==> src/ioe_pkg.sv <==
/*
  Package for the five-instruction execute block: opcode encodings,
  operand field positions and widths, reset values.
  Assumes a 14-bit instruction word supplied by an external fetch stage.
*/
package ioe_pkg;
  localparam int DATA_W = 8;
  localparam int ADDR_W = 7;
  localparam int INSTR_W = 14;
  // Opcode field and encodings, chosen for this block
  localparam int OP_HI = 13;
  localparam int OP_LO = 8;
  localparam int OP_W = 6;
  localparam logic [OP_W-1:0] OP_INCR_SKIP = 6'h0F;
  localparam logic [OP_W-1:0] OP_OR_REG    = 6'h04;
  localparam logic [OP_W-1:0] OP_MOVE_REG  = 6'h08;
  localparam logic [OP_W-1:0] OP_STORE_ACC = 6'h00;
  localparam logic [OP_W-1:0] OP_OR_LIT    = 6'h38;
  localparam int DEST_BIT = 7;
  localparam int STORE_BIT = 7;
  localparam int LIT_HI = 7;
  localparam int ADDR_HI = 6;
  localparam logic [DATA_W-1:0] ACC_RST = 8'h00;
  localparam logic [DATA_W-1:0] ONE = 8'h01;
  localparam logic [DATA_W-1:0] ZERO = 8'h00;
  typedef enum logic [2:0] {
    IOE_NONE, IOE_INCR_SKIP, IOE_OR_LIT, IOE_OR_REG, IOE_MOVE_REG,
    IOE_STORE_ACC
  } ioe_op_t;
endpackage

==> src/ioe_dec_if.sv <==
/*
  Interface carrying decoded fields from the decoder to the execute core.
  Assumes both ends share one clock.
*/
`timescale 1ns/1ns
`default_nettype none
interface ioe_dec_if;
  import ioe_pkg::*;
  ioe_op_t              op;
  logic                 dest_reg;
  logic [ADDR_W-1:0]    addr;
  logic [DATA_W-1:0]    lit;
  modport dec (output op, dest_reg, addr, lit);
  modport exe (input op, dest_reg, addr, lit);
endinterface
`default_nettype wire

==> src/ioe_decode.sv <==
/*
  Combinational instruction field decoder.
  Assumes the instruction word is stable while its valid is high.
*/
`timescale 1ns/1ns
`default_nettype none
module ioe_decode (
  input  wire logic [ioe_pkg::INSTR_W-1:0] instr,
  input  wire logic                        instr_vld,
  ioe_dec_if.dec                           dec
);
  import ioe_pkg::*;
  logic [OP_W-1:0] opc;
  assign opc = instr[OP_HI:OP_LO];
  // Field extraction is shared by every opcode
  assign dec.addr = instr[ADDR_HI:0];
  assign dec.lit = instr[LIT_HI:0];
  assign dec.dest_reg = instr[DEST_BIT];
  // Opcode match; the store form needs bit 7 set to split it off
  always_comb begin
    dec.op = IOE_NONE;
    if (instr_vld) begin
      case (opc)
        OP_INCR_SKIP: dec.op = IOE_INCR_SKIP;
        OP_OR_REG:    dec.op = IOE_OR_REG;
        OP_MOVE_REG:  dec.op = IOE_MOVE_REG;
        OP_OR_LIT:    dec.op = IOE_OR_LIT;
        OP_STORE_ACC: dec.op = instr[STORE_BIT] ? IOE_STORE_ACC : IOE_NONE;
        default:      dec.op = IOE_NONE;
      endcase
    end
  end
endmodule
`default_nettype wire

==> src/ioe_core.sv <==
/*
  Execute stage for increment-skip, OR literal, OR register, move
  register and store accumulator. Holds accumulator and zero flag.
  Assumes the file register read data is combinational on reg_addr and
  that the fetch stage still delivers the word after skip_next; the core squashes it itself.
  Write strobe and data are combinational so the register file commits
  in the same cycle; registering them would add a cycle to every write.
*/
`timescale 1ns/1ns
`default_nettype none
module ioe_core (
  input  wire logic                        clk,
  input  wire logic                        srst,
  input  wire logic [ioe_pkg::INSTR_W-1:0] instr,
  input  wire logic                        instr_vld,
  input  wire logic [ioe_pkg::DATA_W-1:0]  reg_rdata,
  output logic      [ioe_pkg::ADDR_W-1:0]  reg_addr,
  output logic      [ioe_pkg::DATA_W-1:0]  reg_wdata,
  output logic                             reg_we,
  output logic                             skip_next,
  output logic      [ioe_pkg::DATA_W-1:0]  acc,
  output logic                             zero_flag
);
  import ioe_pkg::*;

  ioe_dec_if dec_if ();
  ioe_decode u_dec (
    .instr     (instr),
    .instr_vld (instr_vld),
    .dec       (dec_if)
  );

  logic [DATA_W-1:0] acc_ff;
  logic              zero_ff;
  logic              squash_ff;
  logic [DATA_W-1:0] result;
  logic              to_acc;
  logic              to_reg;
  logic              upd_zero;
  ioe_op_t           op_eff;

  // A squashed word executes as a no-op
  assign op_eff = squash_ff ? IOE_NONE : dec_if.op;
  assign reg_addr = dec_if.addr;

  // Result and destination steering per instruction
  always_comb begin
    result = ZERO;
    to_acc = 1'b0;
    to_reg = 1'b0;
    upd_zero = 1'b0;
    case (op_eff)
      IOE_INCR_SKIP: begin
        result = reg_rdata + ONE;
        to_acc = ~dec_if.dest_reg;
        to_reg = dec_if.dest_reg;
      end
      IOE_OR_LIT: begin
        result = acc_ff | dec_if.lit;
        to_acc = 1'b1;
        upd_zero = 1'b1;
      end
      IOE_OR_REG: begin
        result = acc_ff | reg_rdata;
        to_acc = ~dec_if.dest_reg;
        to_reg = dec_if.dest_reg;
        upd_zero = 1'b1;
      end
      IOE_MOVE_REG: begin
        result = reg_rdata;
        to_acc = ~dec_if.dest_reg;
        to_reg = dec_if.dest_reg;
        upd_zero = 1'b1;
      end
      IOE_STORE_ACC: begin
        result = acc_ff;
        to_reg = 1'b1;
      end
      default: begin
        result = ZERO;
      end
    endcase
  end

  // Register file write happens in the same cycle as the instruction
  assign reg_we = to_reg;
  assign reg_wdata = result;
  assign acc = acc_ff;
  assign zero_flag = zero_ff;
  // Skip request is combinational; the core squashes the next word itself
  assign skip_next = (op_eff == IOE_INCR_SKIP) && (result == ZERO);

  // Accumulator
  always_ff @(posedge clk) begin
    if (srst) begin
      acc_ff <= ACC_RST;
    end else if (to_acc) begin
      acc_ff <= result;
    end
  end

  // Zero flag; increment-skip and store never touch it
  always_ff @(posedge clk) begin
    if (srst) begin
      zero_ff <= 1'b0;
    end else if (upd_zero) begin
      zero_ff <= (result == ZERO);
    end
  end

  // Squash marker: the word after a zero increment becomes a no-op
  always_ff @(posedge clk) begin
    if (srst) begin
      squash_ff <= 1'b0;
    end else if (instr_vld) begin
      // Idle cycles keep the marker so the next real word is dropped
      squash_ff <= skip_next;
    end
  end
endmodule
`default_nettype wire

==> config.mk <==
export PLATFORM = sky130hd
export DESIGN_NAME = ioe_core
export DESIGN_NICKNAME = d
export VERILOG_FILES = /design/src/ioe_pkg.sv /design/src/ioe_dec_if.sv /design/src/ioe_decode.sv /design/src/ioe_core.sv
export SDC_FILE = /design/constraint.sdc
export NUM_CORES = 1
export LEC_CHECK = 0
export BUFFER_PORTS_ARGS = -buffer_cell sky130_fd_sc_hd__clkbuf_2
export CAP_MARGIN = 20
export CORE_MARGIN = 1.5
export CORE_UTILIZATION = 49
export CTS_BUF_LIST = sky130_fd_sc_hd__clkbuf_8
export CTS_CLUSTER_DIAMETER = 50
export DETAILED_ROUTE_END_ITERATION = 10
export PLACE_DENSITY_LB_ADDON = 0.1
export SLEW_MARGIN = 20
export SYNTH_ARGS = -nofsm -noshare
export SYNTH_HDL_FRONTEND = slang
export SYNTH_SLANG_ARGS = --single-unit
export TNS_END_PERCENT = 5
==> constraint.sdc <==
create_clock -name clk -period 3.96 [get_ports clk]
set_input_delay 0.198 -clock clk [delete_from_list [all_inputs] [get_ports clk]]
set_output_delay 0.198 -clock clk [all_outputs]
set_load 0.05 [all_outputs]
# Yosys cells after proc, flatten, opt, wreduce, memory -nomap -nowiden
# Cells that the tools add are included.
# totals
reg_bits	10
latch_bits	0
ramBits	0
inputBits	25
romBits	0
out_inout_bits	26
elab_cells	29
mem_count	0
# classes
n_reduce_logical	5
eq_ne	9
n_mul	0
n_bitwise	3
n_div	0
mux	8
magnitude_cmp	0
shifts	0
addsub	1
# ops
op	n
$pmux W8 S5	1
$or A8 B8 Y8	2
$pmux W3 S5	1
$eq A6 B4 Y1 const B	2
$mux W3	3
$add A8 B1 Y8 const B	1
$logic_not A8 Y1	1
$eq A3 B2 Y1 const B	2
$eq A3 B3 Y1 const B	2
$eq A6 B3 Y1 const B	1
$eq A6 B6 Y1 const B	1
$logic_not A6 Y1	1
$reduce_or A3 Y1	2
$pmux W1 S2	2
$eq A3 B1 Y1 const B	1
$logic_and A1 B1 Y1	1
$mux W1	1
$not A1 Y1	1

# Longest topological paths before layout
# Gate-level depths: netlist of run 1.
# logic_depth
word_depth	8
mapped_depth	10
mapped_depth_nobuf	9

# Cells and area by module
# Synthesis of run 1 repeated with hierarchy kept, for this count alone.
# unflattened
hier_cells	162
area_unflattened_um2	1187.4
# by_module_without_submodules
module	area_per_inst_um2	cells_per_inst	instances	seq_area_each_um2
ioe_core	994.7	133	1	200.2
ioe_decode	192.7	29	1	0.0

# Worst setup path after synthesis of run 1
# Ideal clock, no wire load.
# synth_timing
kind	in2out
startpoint	input port instr[13] (netlist name)
endpoint	output port skip_next
t_arrival_ns	3.589
cell_stages	8
path_slack_ns	0.173
required_time_ns	3.762
path_buffers	0
path_cell_list	or4_4 > nor4b_4 > nor2_2 > mux2_2 > a221oi_2 > inv_1 > or4_1 > nor3_1
# synth_between
elab_chain_cells	8
elab_cells_between_ends	16
# synth_lines
element	line	text
from (decl)	ioe_core.sv:14	input wire logic [ioe_pkg::INSTR_W-1:0] instr,
$eq A6 B6 Y1 (tied with other cells)	ioe_decode.sv:23	case (opc)
$pmux W3 S5 (*)	ioe_decode.sv:23	
$mux W3 (*)	ioe_decode.sv:22	if (instr_vld) begin
$mux W3 (*)	ioe_core.sv:43	assign op_eff = squash_ff ? IOE_NONE : dec_if.op;
$eq A3 B3 Y1 (tied with other cells)	ioe_core.sv:52	case (op_eff)
$pmux W8 S5 (*)	ioe_core.sv:52	
named net reg_wdata, one bit	ioe_core.sv:18	output logic [ioe_pkg::DATA_W-1:0] reg_wdata,
$logic_not A8 Y1 (*)	ioe_core.sv:91	assign skip_next = (op_eff == IOE_INCR_SKIP) && (result == ZERO);
$logic_and A1 B1 Y1 (*)	ioe_core.sv:91	
to (decl)	ioe_core.sv:20	output logic skip_next,
# Mark *: on every way through the listed nets, which the timed path passes. The rest lies on a longest branch.

# Worst setup path in the final report of run 1
# layout_timing
startpoint	input port instr[13] (netlist name)
endpoint	output port skip_next
# layout_between
elab_chain_cells	8
elab_cells_between_ends	16
# layout_lines
element	line
$eq A6 B6 Y1 (tied with other cells)	ioe_decode.sv:23
$pmux W3 S5 (*)	ioe_decode.sv:23
$mux W3 (*)	ioe_decode.sv:22
$mux W3 (*)	ioe_core.sv:43
$eq A3 B3 Y1 (tied with other cells)	ioe_core.sv:52
$pmux W8 S5	ioe_core.sv:52
$logic_not A8 Y1	ioe_core.sv:91
$logic_and A1 B1 Y1 (*)	ioe_core.sv:91
# Every way passes the cells marked *; elsewhere a longest branch is shown, timed or not.

==> results of run 1 <==
## metal layers
metal | GRT usage (%) | part of all wire [%] | wire (um) | vias up
met5 | 0 | 0 | 0 | -
met4 | 10.4 | 1.3 | 43 | 0
met3 | 2.34 | 5.9 | 196 | 7
met2 | 42.9 | 48 | 1610 | 59
met1 | 36.1 | 45 | 1490 | 645
li1 | - | - | - | 664
## Yosys cell counts (all sizes together) (3+ instances only)
library cell,number,area (um2)
dfxtp,10,200
o21ai,5,25.0
mux2,4,48.8
o211a,3,30.0
inv,8,30.0
a21oi,9,45.0
nor2,16,62.6
nand2,12,45.0
clkbuf,6,22.5
nand2b,3,18.8
nor3,6,30.0
a221oi,4,53.8
and3,4,25.0
or4,3,26.3
a22oi,3,22.5
buf,8,57.6
a211oi,9,72.6
nand3,7,35.0
## metrics by stage
step	hold slack [ns]	instances	util, %	setup WS, ns	instance area (um2)
after floorplan	0.392	151	-	0.173	1140
after global placement	0.483	216	61.6	0.753	1350
after detailed placement	0.510	216	61.6	0.695	1350
after CTS	0.301	219	63.4	0.678	1390
after global routing	0.321	219	63.4	0.522	1390
final	0.301	219	63.4	0.674	1390
## worst paths after layout
kind / startpoint / end / depth (start not counted)
max: instr[13] / skip_next / 10
min: instr_vld / squash_ff / 3
max reg2reg: squash_ff / squash_ff / 7
min reg2reg: squash_ff / squash_ff / 2
## state kept, by name, summed over array words and instances, names as in the netlist
register,cells
zero_flag,1
squash_ff,1
acc,8
## power groups by stage
stage               registers (mW)  clock network [mW]  logic, mW
global route                 0.103               0.104      0.104
floorplan                    0.108                   0     0.0638
CTS                          0.103               0.100     0.0955
detailed placement           0.105                   0     0.0949
finish                       0.103              0.0999     0.0964
global placement             0.105                   0     0.0940
## cell families after synthesis
| family | Yosys count |
|---|---|
| adders and majority gates | 1 |
| muxes | 5 |
| DFF | 10 |
| buffers and inverters | 22 |
| xor gates and xnor gates | 1 |
| AOI/OAI and AO/OA | 47 |
| and+or+nand+nor | 65 |
## cell type report
class                      instances  area, um2  area share, %
tap                               28       35.0           2.52
clock buffer                       3       41.3           2.97
timing repair buffer              51        258           18.5
inverter                           8       30.0           2.16
multi-input combinational        119        826           59.4
sequential                        10        200           14.4
## worst register-to-register path, cell delays in order (launching register included)
cell      delay, ns
dfxtp_1        0.33
nand2b_1       0.34
a21oi_1        0.26
a32o_1         0.29
a211oi_2       0.35
inv_2          0.06
or4_1          0.50
o32ai_2        0.20
==> impl_results.md, run 1 <==
- Run status: finished, final reports clean
- Fin. max-slew vios: 0
- Critical Path Max Stage Delay: 0.58 ns
- GPL Wtd Cong: 0.897
- Data required time of the worst path: 3.76 ns
- Die height: 51.2 um
- Row count: 17
- Clock Sinks: 10
- PwrDens: 215 nW/um2
- Clock slew at reported path FFs: 0.04 ns
- Delay-heaviest family, CP: simple AND/OR/NAND/NOR gates
- Tmin final: 3.29 ns
- Drt via density: 6.28
- Most frequent cells in the layout: clkbuf_2, nor2_1, nand2_1, dfxtp_1, a21oi_1
- Highest clock rate: 304 MHz
- Mean area per synthesized cell: 7.52 um2
- Power share of the clock group: 33.4%
- Hold Fails Final Rpt: 0
- Router iterations before antenna repair: 4
- Largest net degree at the start of global routing: 17
- Initial core utilization: 51.9%
- Main combinational cell family by area after synthesis: compound AO/OA/AOI/OAI gates
- Ant. Diodes: 0
- CP most frequent cell: clkbuf_2
- Skew-Pair Late Insertion Delay: 0.23 ns
- Port Buffers: 50
- Worst hold path type: in2reg
- WS Path Type: in2out
- Syn Inst Count: 151
- Switching Share: 33.7%
- CTS Hold Bufs: 0
- Post-synthesis xor/xnor area fraction: 0.771%
- Asr flop ratio synth: 0%
- Post-Syn Nets: 177
- Flop2flop setup slack: 1.53 ns
- Buf/Inv on CP: 3
- Grt total ovfl: 0
- Compound-Gate Fraction of Synth Area: 33.9%
- CTS tree: built
- Clock buffer depth: 2
- DRC viols: 0
- Register area share after synthesis: 17.6%
- Clock skew: 0.00252 ns
- Setup TNS: 0 ns
- Htree depth: 1
- CP cell instances: clkbuf_2 -> or4_4 -> nor4b_4 -> nor2_2 -> mux2_2 -> a221oi_2 -> inv_1 -> or4_1 -> nor3_1 -> clkbuf_2
- Fillers: 210
- CP Capture Type: output port
- #FFs+latches synth: 10
- Root Buffer: clkbuf_8
- Slew HR: 31.9%
- First-pass GRT wire length: 5.29 mm
- RSZ-0062 raised after global routing: no
- Leading cell type in the layout, fill and taps excluded: clkbuf_2
- IR Drop Worst-Case VDD: 0.000240 V
- Final Cycle Share: 83.0%
- Total routed wirelength: 3.34 mm
- Final ANT Viol Nets: 0
- Via Count: 1375
- CP arrival: 3.09 ns
- WL per Instance: 15.3 um
- Chip width: 51.2 um
- Reg power frac: 34.5%
- Core footprint: 2190 um2
- Overall Power: 299 uW
- Post-synthesis simple-gate area fraction: 31.7%
- Share of cells above drive strength 1: 36.1%
- Adder-cell share of the synthesized area: 1.10%
- Cell area after synthesis: 1140 um2
- HPWL after DPL: 2.63 mm
- DIE AREA: 2620 um2
- CP Launch Type: primary input
- Least-Margin Pin Slew: 1.01 ns
- Int Pwr: 198 uW
- LEAKAGE: 0.664 nW
- Slowest cell on the critical path: or4_4
- Synth cell types: 50
- Post-synth EDFFs: 0
- Initial antenna violation count: 0
- Setup-failing EPs final: 0
- Net Sw Power: 101 uW
- Nets: 219
- Max FO, Critical Path: 7
- Vias in the first global route: 1143
- Post-CTS Resized: 0
- Num ports: 51
- YS warnings: 0
- Synthesis-to-finish area growth: 22.4%
- Mux cell area share after synthesis: 5.18%
- CTS buffer count: 3
- Max_cap viols: 0
- Comb pwr share: 32.2%
- Initial DRC count: 41
- Total setup buffers inserted after CTS: 0
- Ys flop type: dfxtp_1
- Total Routing Usage GR: 26.5%
Note: power is estimated with default switching activity, not from simulation.
==> inputs of run 2 (changes only) <==
Settings changed: CORE_UTILIZATION 49 to 44.
Clock period 3.96 ns to 2.65 ns, I/O delays scaled along.
==> run 2 against run 1 <==
  * The flow now finishes with violations (negative setup slack)
  * Critical endpoint unchanged
  * First-iteration DRC count up 71%
  * Non-clock buffer count up 35
  * Critical path depth increased by 2
  * Highest routed layer unchanged
  * Utilization increased by 8.1 points
  * Final cell count up 17%
  * Via count rose by 9.5%
==> impl_results.md, run 2 (synthesis gave the netlist of run 1 again) <==
- Final ANT Viol Nets: 0
- GPL Wtd Cong: 0.875
- Nets: 254
- Run status: finished, violations left
- Port Buffers: 50
- Die height: 53.8 um
- Final instance area: 1760 um2
- Total routed wirelength: 3.84 mm
- CP cell instances: clkbuf_2 -> buf_4 -> buf_4 -> and3_1 -> o211a_1 -> or2_2 -> a32o_2 -> a221oi_2 -> inv_2 -> or4_4 -> nor3_4 -> buf_8
- CP Launch Type: primary input
- Leading cell type in the layout, fill and taps excluded: clkbuf_2
- Initial antenna violation count: 0
- Worst hold path type: in2reg
- WS Path Type: in2out
- Row count: 18
- Ant. Diodes: 0
- Fillers: 208
- PwrDens: 280 nW/um2
- Hold Fails Final Rpt: 0
- Core footprint: 2450 um2
- Inst Count DP: 247
- Area of the multi-input gates: 892 um2
- Least-Margin Pin Slew: 0.533 ns
- Slowest cell on the critical path: or4_4
- First-pass GRT wire length: 6.15 mm
- Setup TNS: -0.307 ns
- Final Cycle Share: 108%
- DIE AREA: 2900 um2
- Highest clock rate: 350 MHz
- Clock slew at reported path FFs: 0.04 ns
- Router iterations before antenna repair: 4
- DRC viols: 0
- Critical Path Max Stage Delay: 0.55 ns
- Slew HR: 64.1%
- RSZ-0062 raised after global routing: yes
- CP arrival: 2.73 ns
- Largest net degree at the start of global routing: 17
- CP Capture Type: output port
- Clock skew: 0.000315 ns
- Final worst setup slack: -0.208 ns
- CTS tree: built
- Data required time of the worst path: 2.52 ns
- Max reg flops: 8
- HPWL after DPL: 3.07 mm
- Sequential Area: 200 um2
- Area of placed instances: 1650 um2
- Root Buffer: clkbuf_8
- Htree depth: 1
- Worst Hold Margin: 0.234 ns
- Tmin final: 2.86 ns
- Final core utilization: 71.5%
- IR Drop Worst-Case VDD: 0.000310 V
- Max_cap viols: 0
- Skew-Pair Late Insertion Delay: 0.24 ns
- Num ports: 51
- LEAKAGE: 0.850 nW
- Grt total ovfl: 0
- CTS Hold Bufs: 0
- Synthesis-to-finish area growth: 54.5%
- Max FO, Critical Path: 4
- CP most frequent cell: buf_4
- Drt via density: 5.88
- WL per Instance: 15.0 um
- Initial DRC count: 70
- Clock Sinks: 10
- Failing checks: negative setup slack
- Initial core utilization: 46.3%
- Via Count: 1506
- Vias in the first global route: 1358
- Share of cells above drive strength 1: 49.6%
- Clock buffer depth: 2
- Fin. max-slew vios: 0
- Setup-failing EPs final: 2
- Total Routing Usage GR: 29.0%
- Chip width: 53.8 um
- Most frequent cells in the layout: clkbuf_2, buf_4, nor2_1, nand2_1, dfxtp_1
- Post-route insts no fill: 256
- CTS buffer count: 3
## run 2: metal layers
layer,wire length [um],global-route usage (%),up-vias,share of wire [%]
met1,1620,37.5,708,42
met2,1940,48.4,64,50
met3,270,7.22,3,7.0
met4,10,5.98,0,0.26
li1,-,-,731,-
met5,0,0,-,0
## run 2: path summary, 6_finish.rpt
kind | cells after the start | slack (ns) | to | from
min reg2reg | 2 | 0.52 | zero_flag | zero_flag
max | 12 | -0.21 | skip_next | instr[9]
min | 2 | 0.23 | acc[0] | srst
max reg2reg | 8 | 0.59 | squash_ff | squash_ff
## run 2: per-stage QoR
stage,power (mW),setup WS [ns]
4_1_cts,0.492,-0.293
3_3_place_gp,0.329,-0.303
3_5_place_dp,0.332,-0.392
2_1_floorplan,0.266,-0.269
5_1_grt,0.516,-0.316
6_report,0.492,-0.208
## run 2: what timing repair did
item | in CTS | in global routing
hold endpoints to repair | 0 | 0
pin swaps | 8 | 2
gates resized for setup | 4 | 4
endpoints found under the setup margin | 1 | 7
gates cloned | 0 | 0
setup buffers | 6 | 0
## run 2: cell type report
cell class / count / share of cell area (%)
clock buffers: 3 / 2.35
flip-flops and latches: 10 / 11.4
inverters: 8 / 2.00
repair buffers: 86 / 31.3
well taps: 30 / 2.14
multi-input cells: 119 / 50.8
## run 2: where the power goes
group / switching (mW) / internal [mW]
combinational: 0.110 / 0.0707
clock: 0.0577 / 0.0993
sequential: 0.00166 / 0.153
total: 0.169 / 0.323
## run 2: worst max-delay path: cells and delay by family
kind                   cells  cell delay (ns)
and+or+nand+nor            4             1.18
buffers and inverters      5             0.58
AOI/OAI and AO/OA          3             0.82
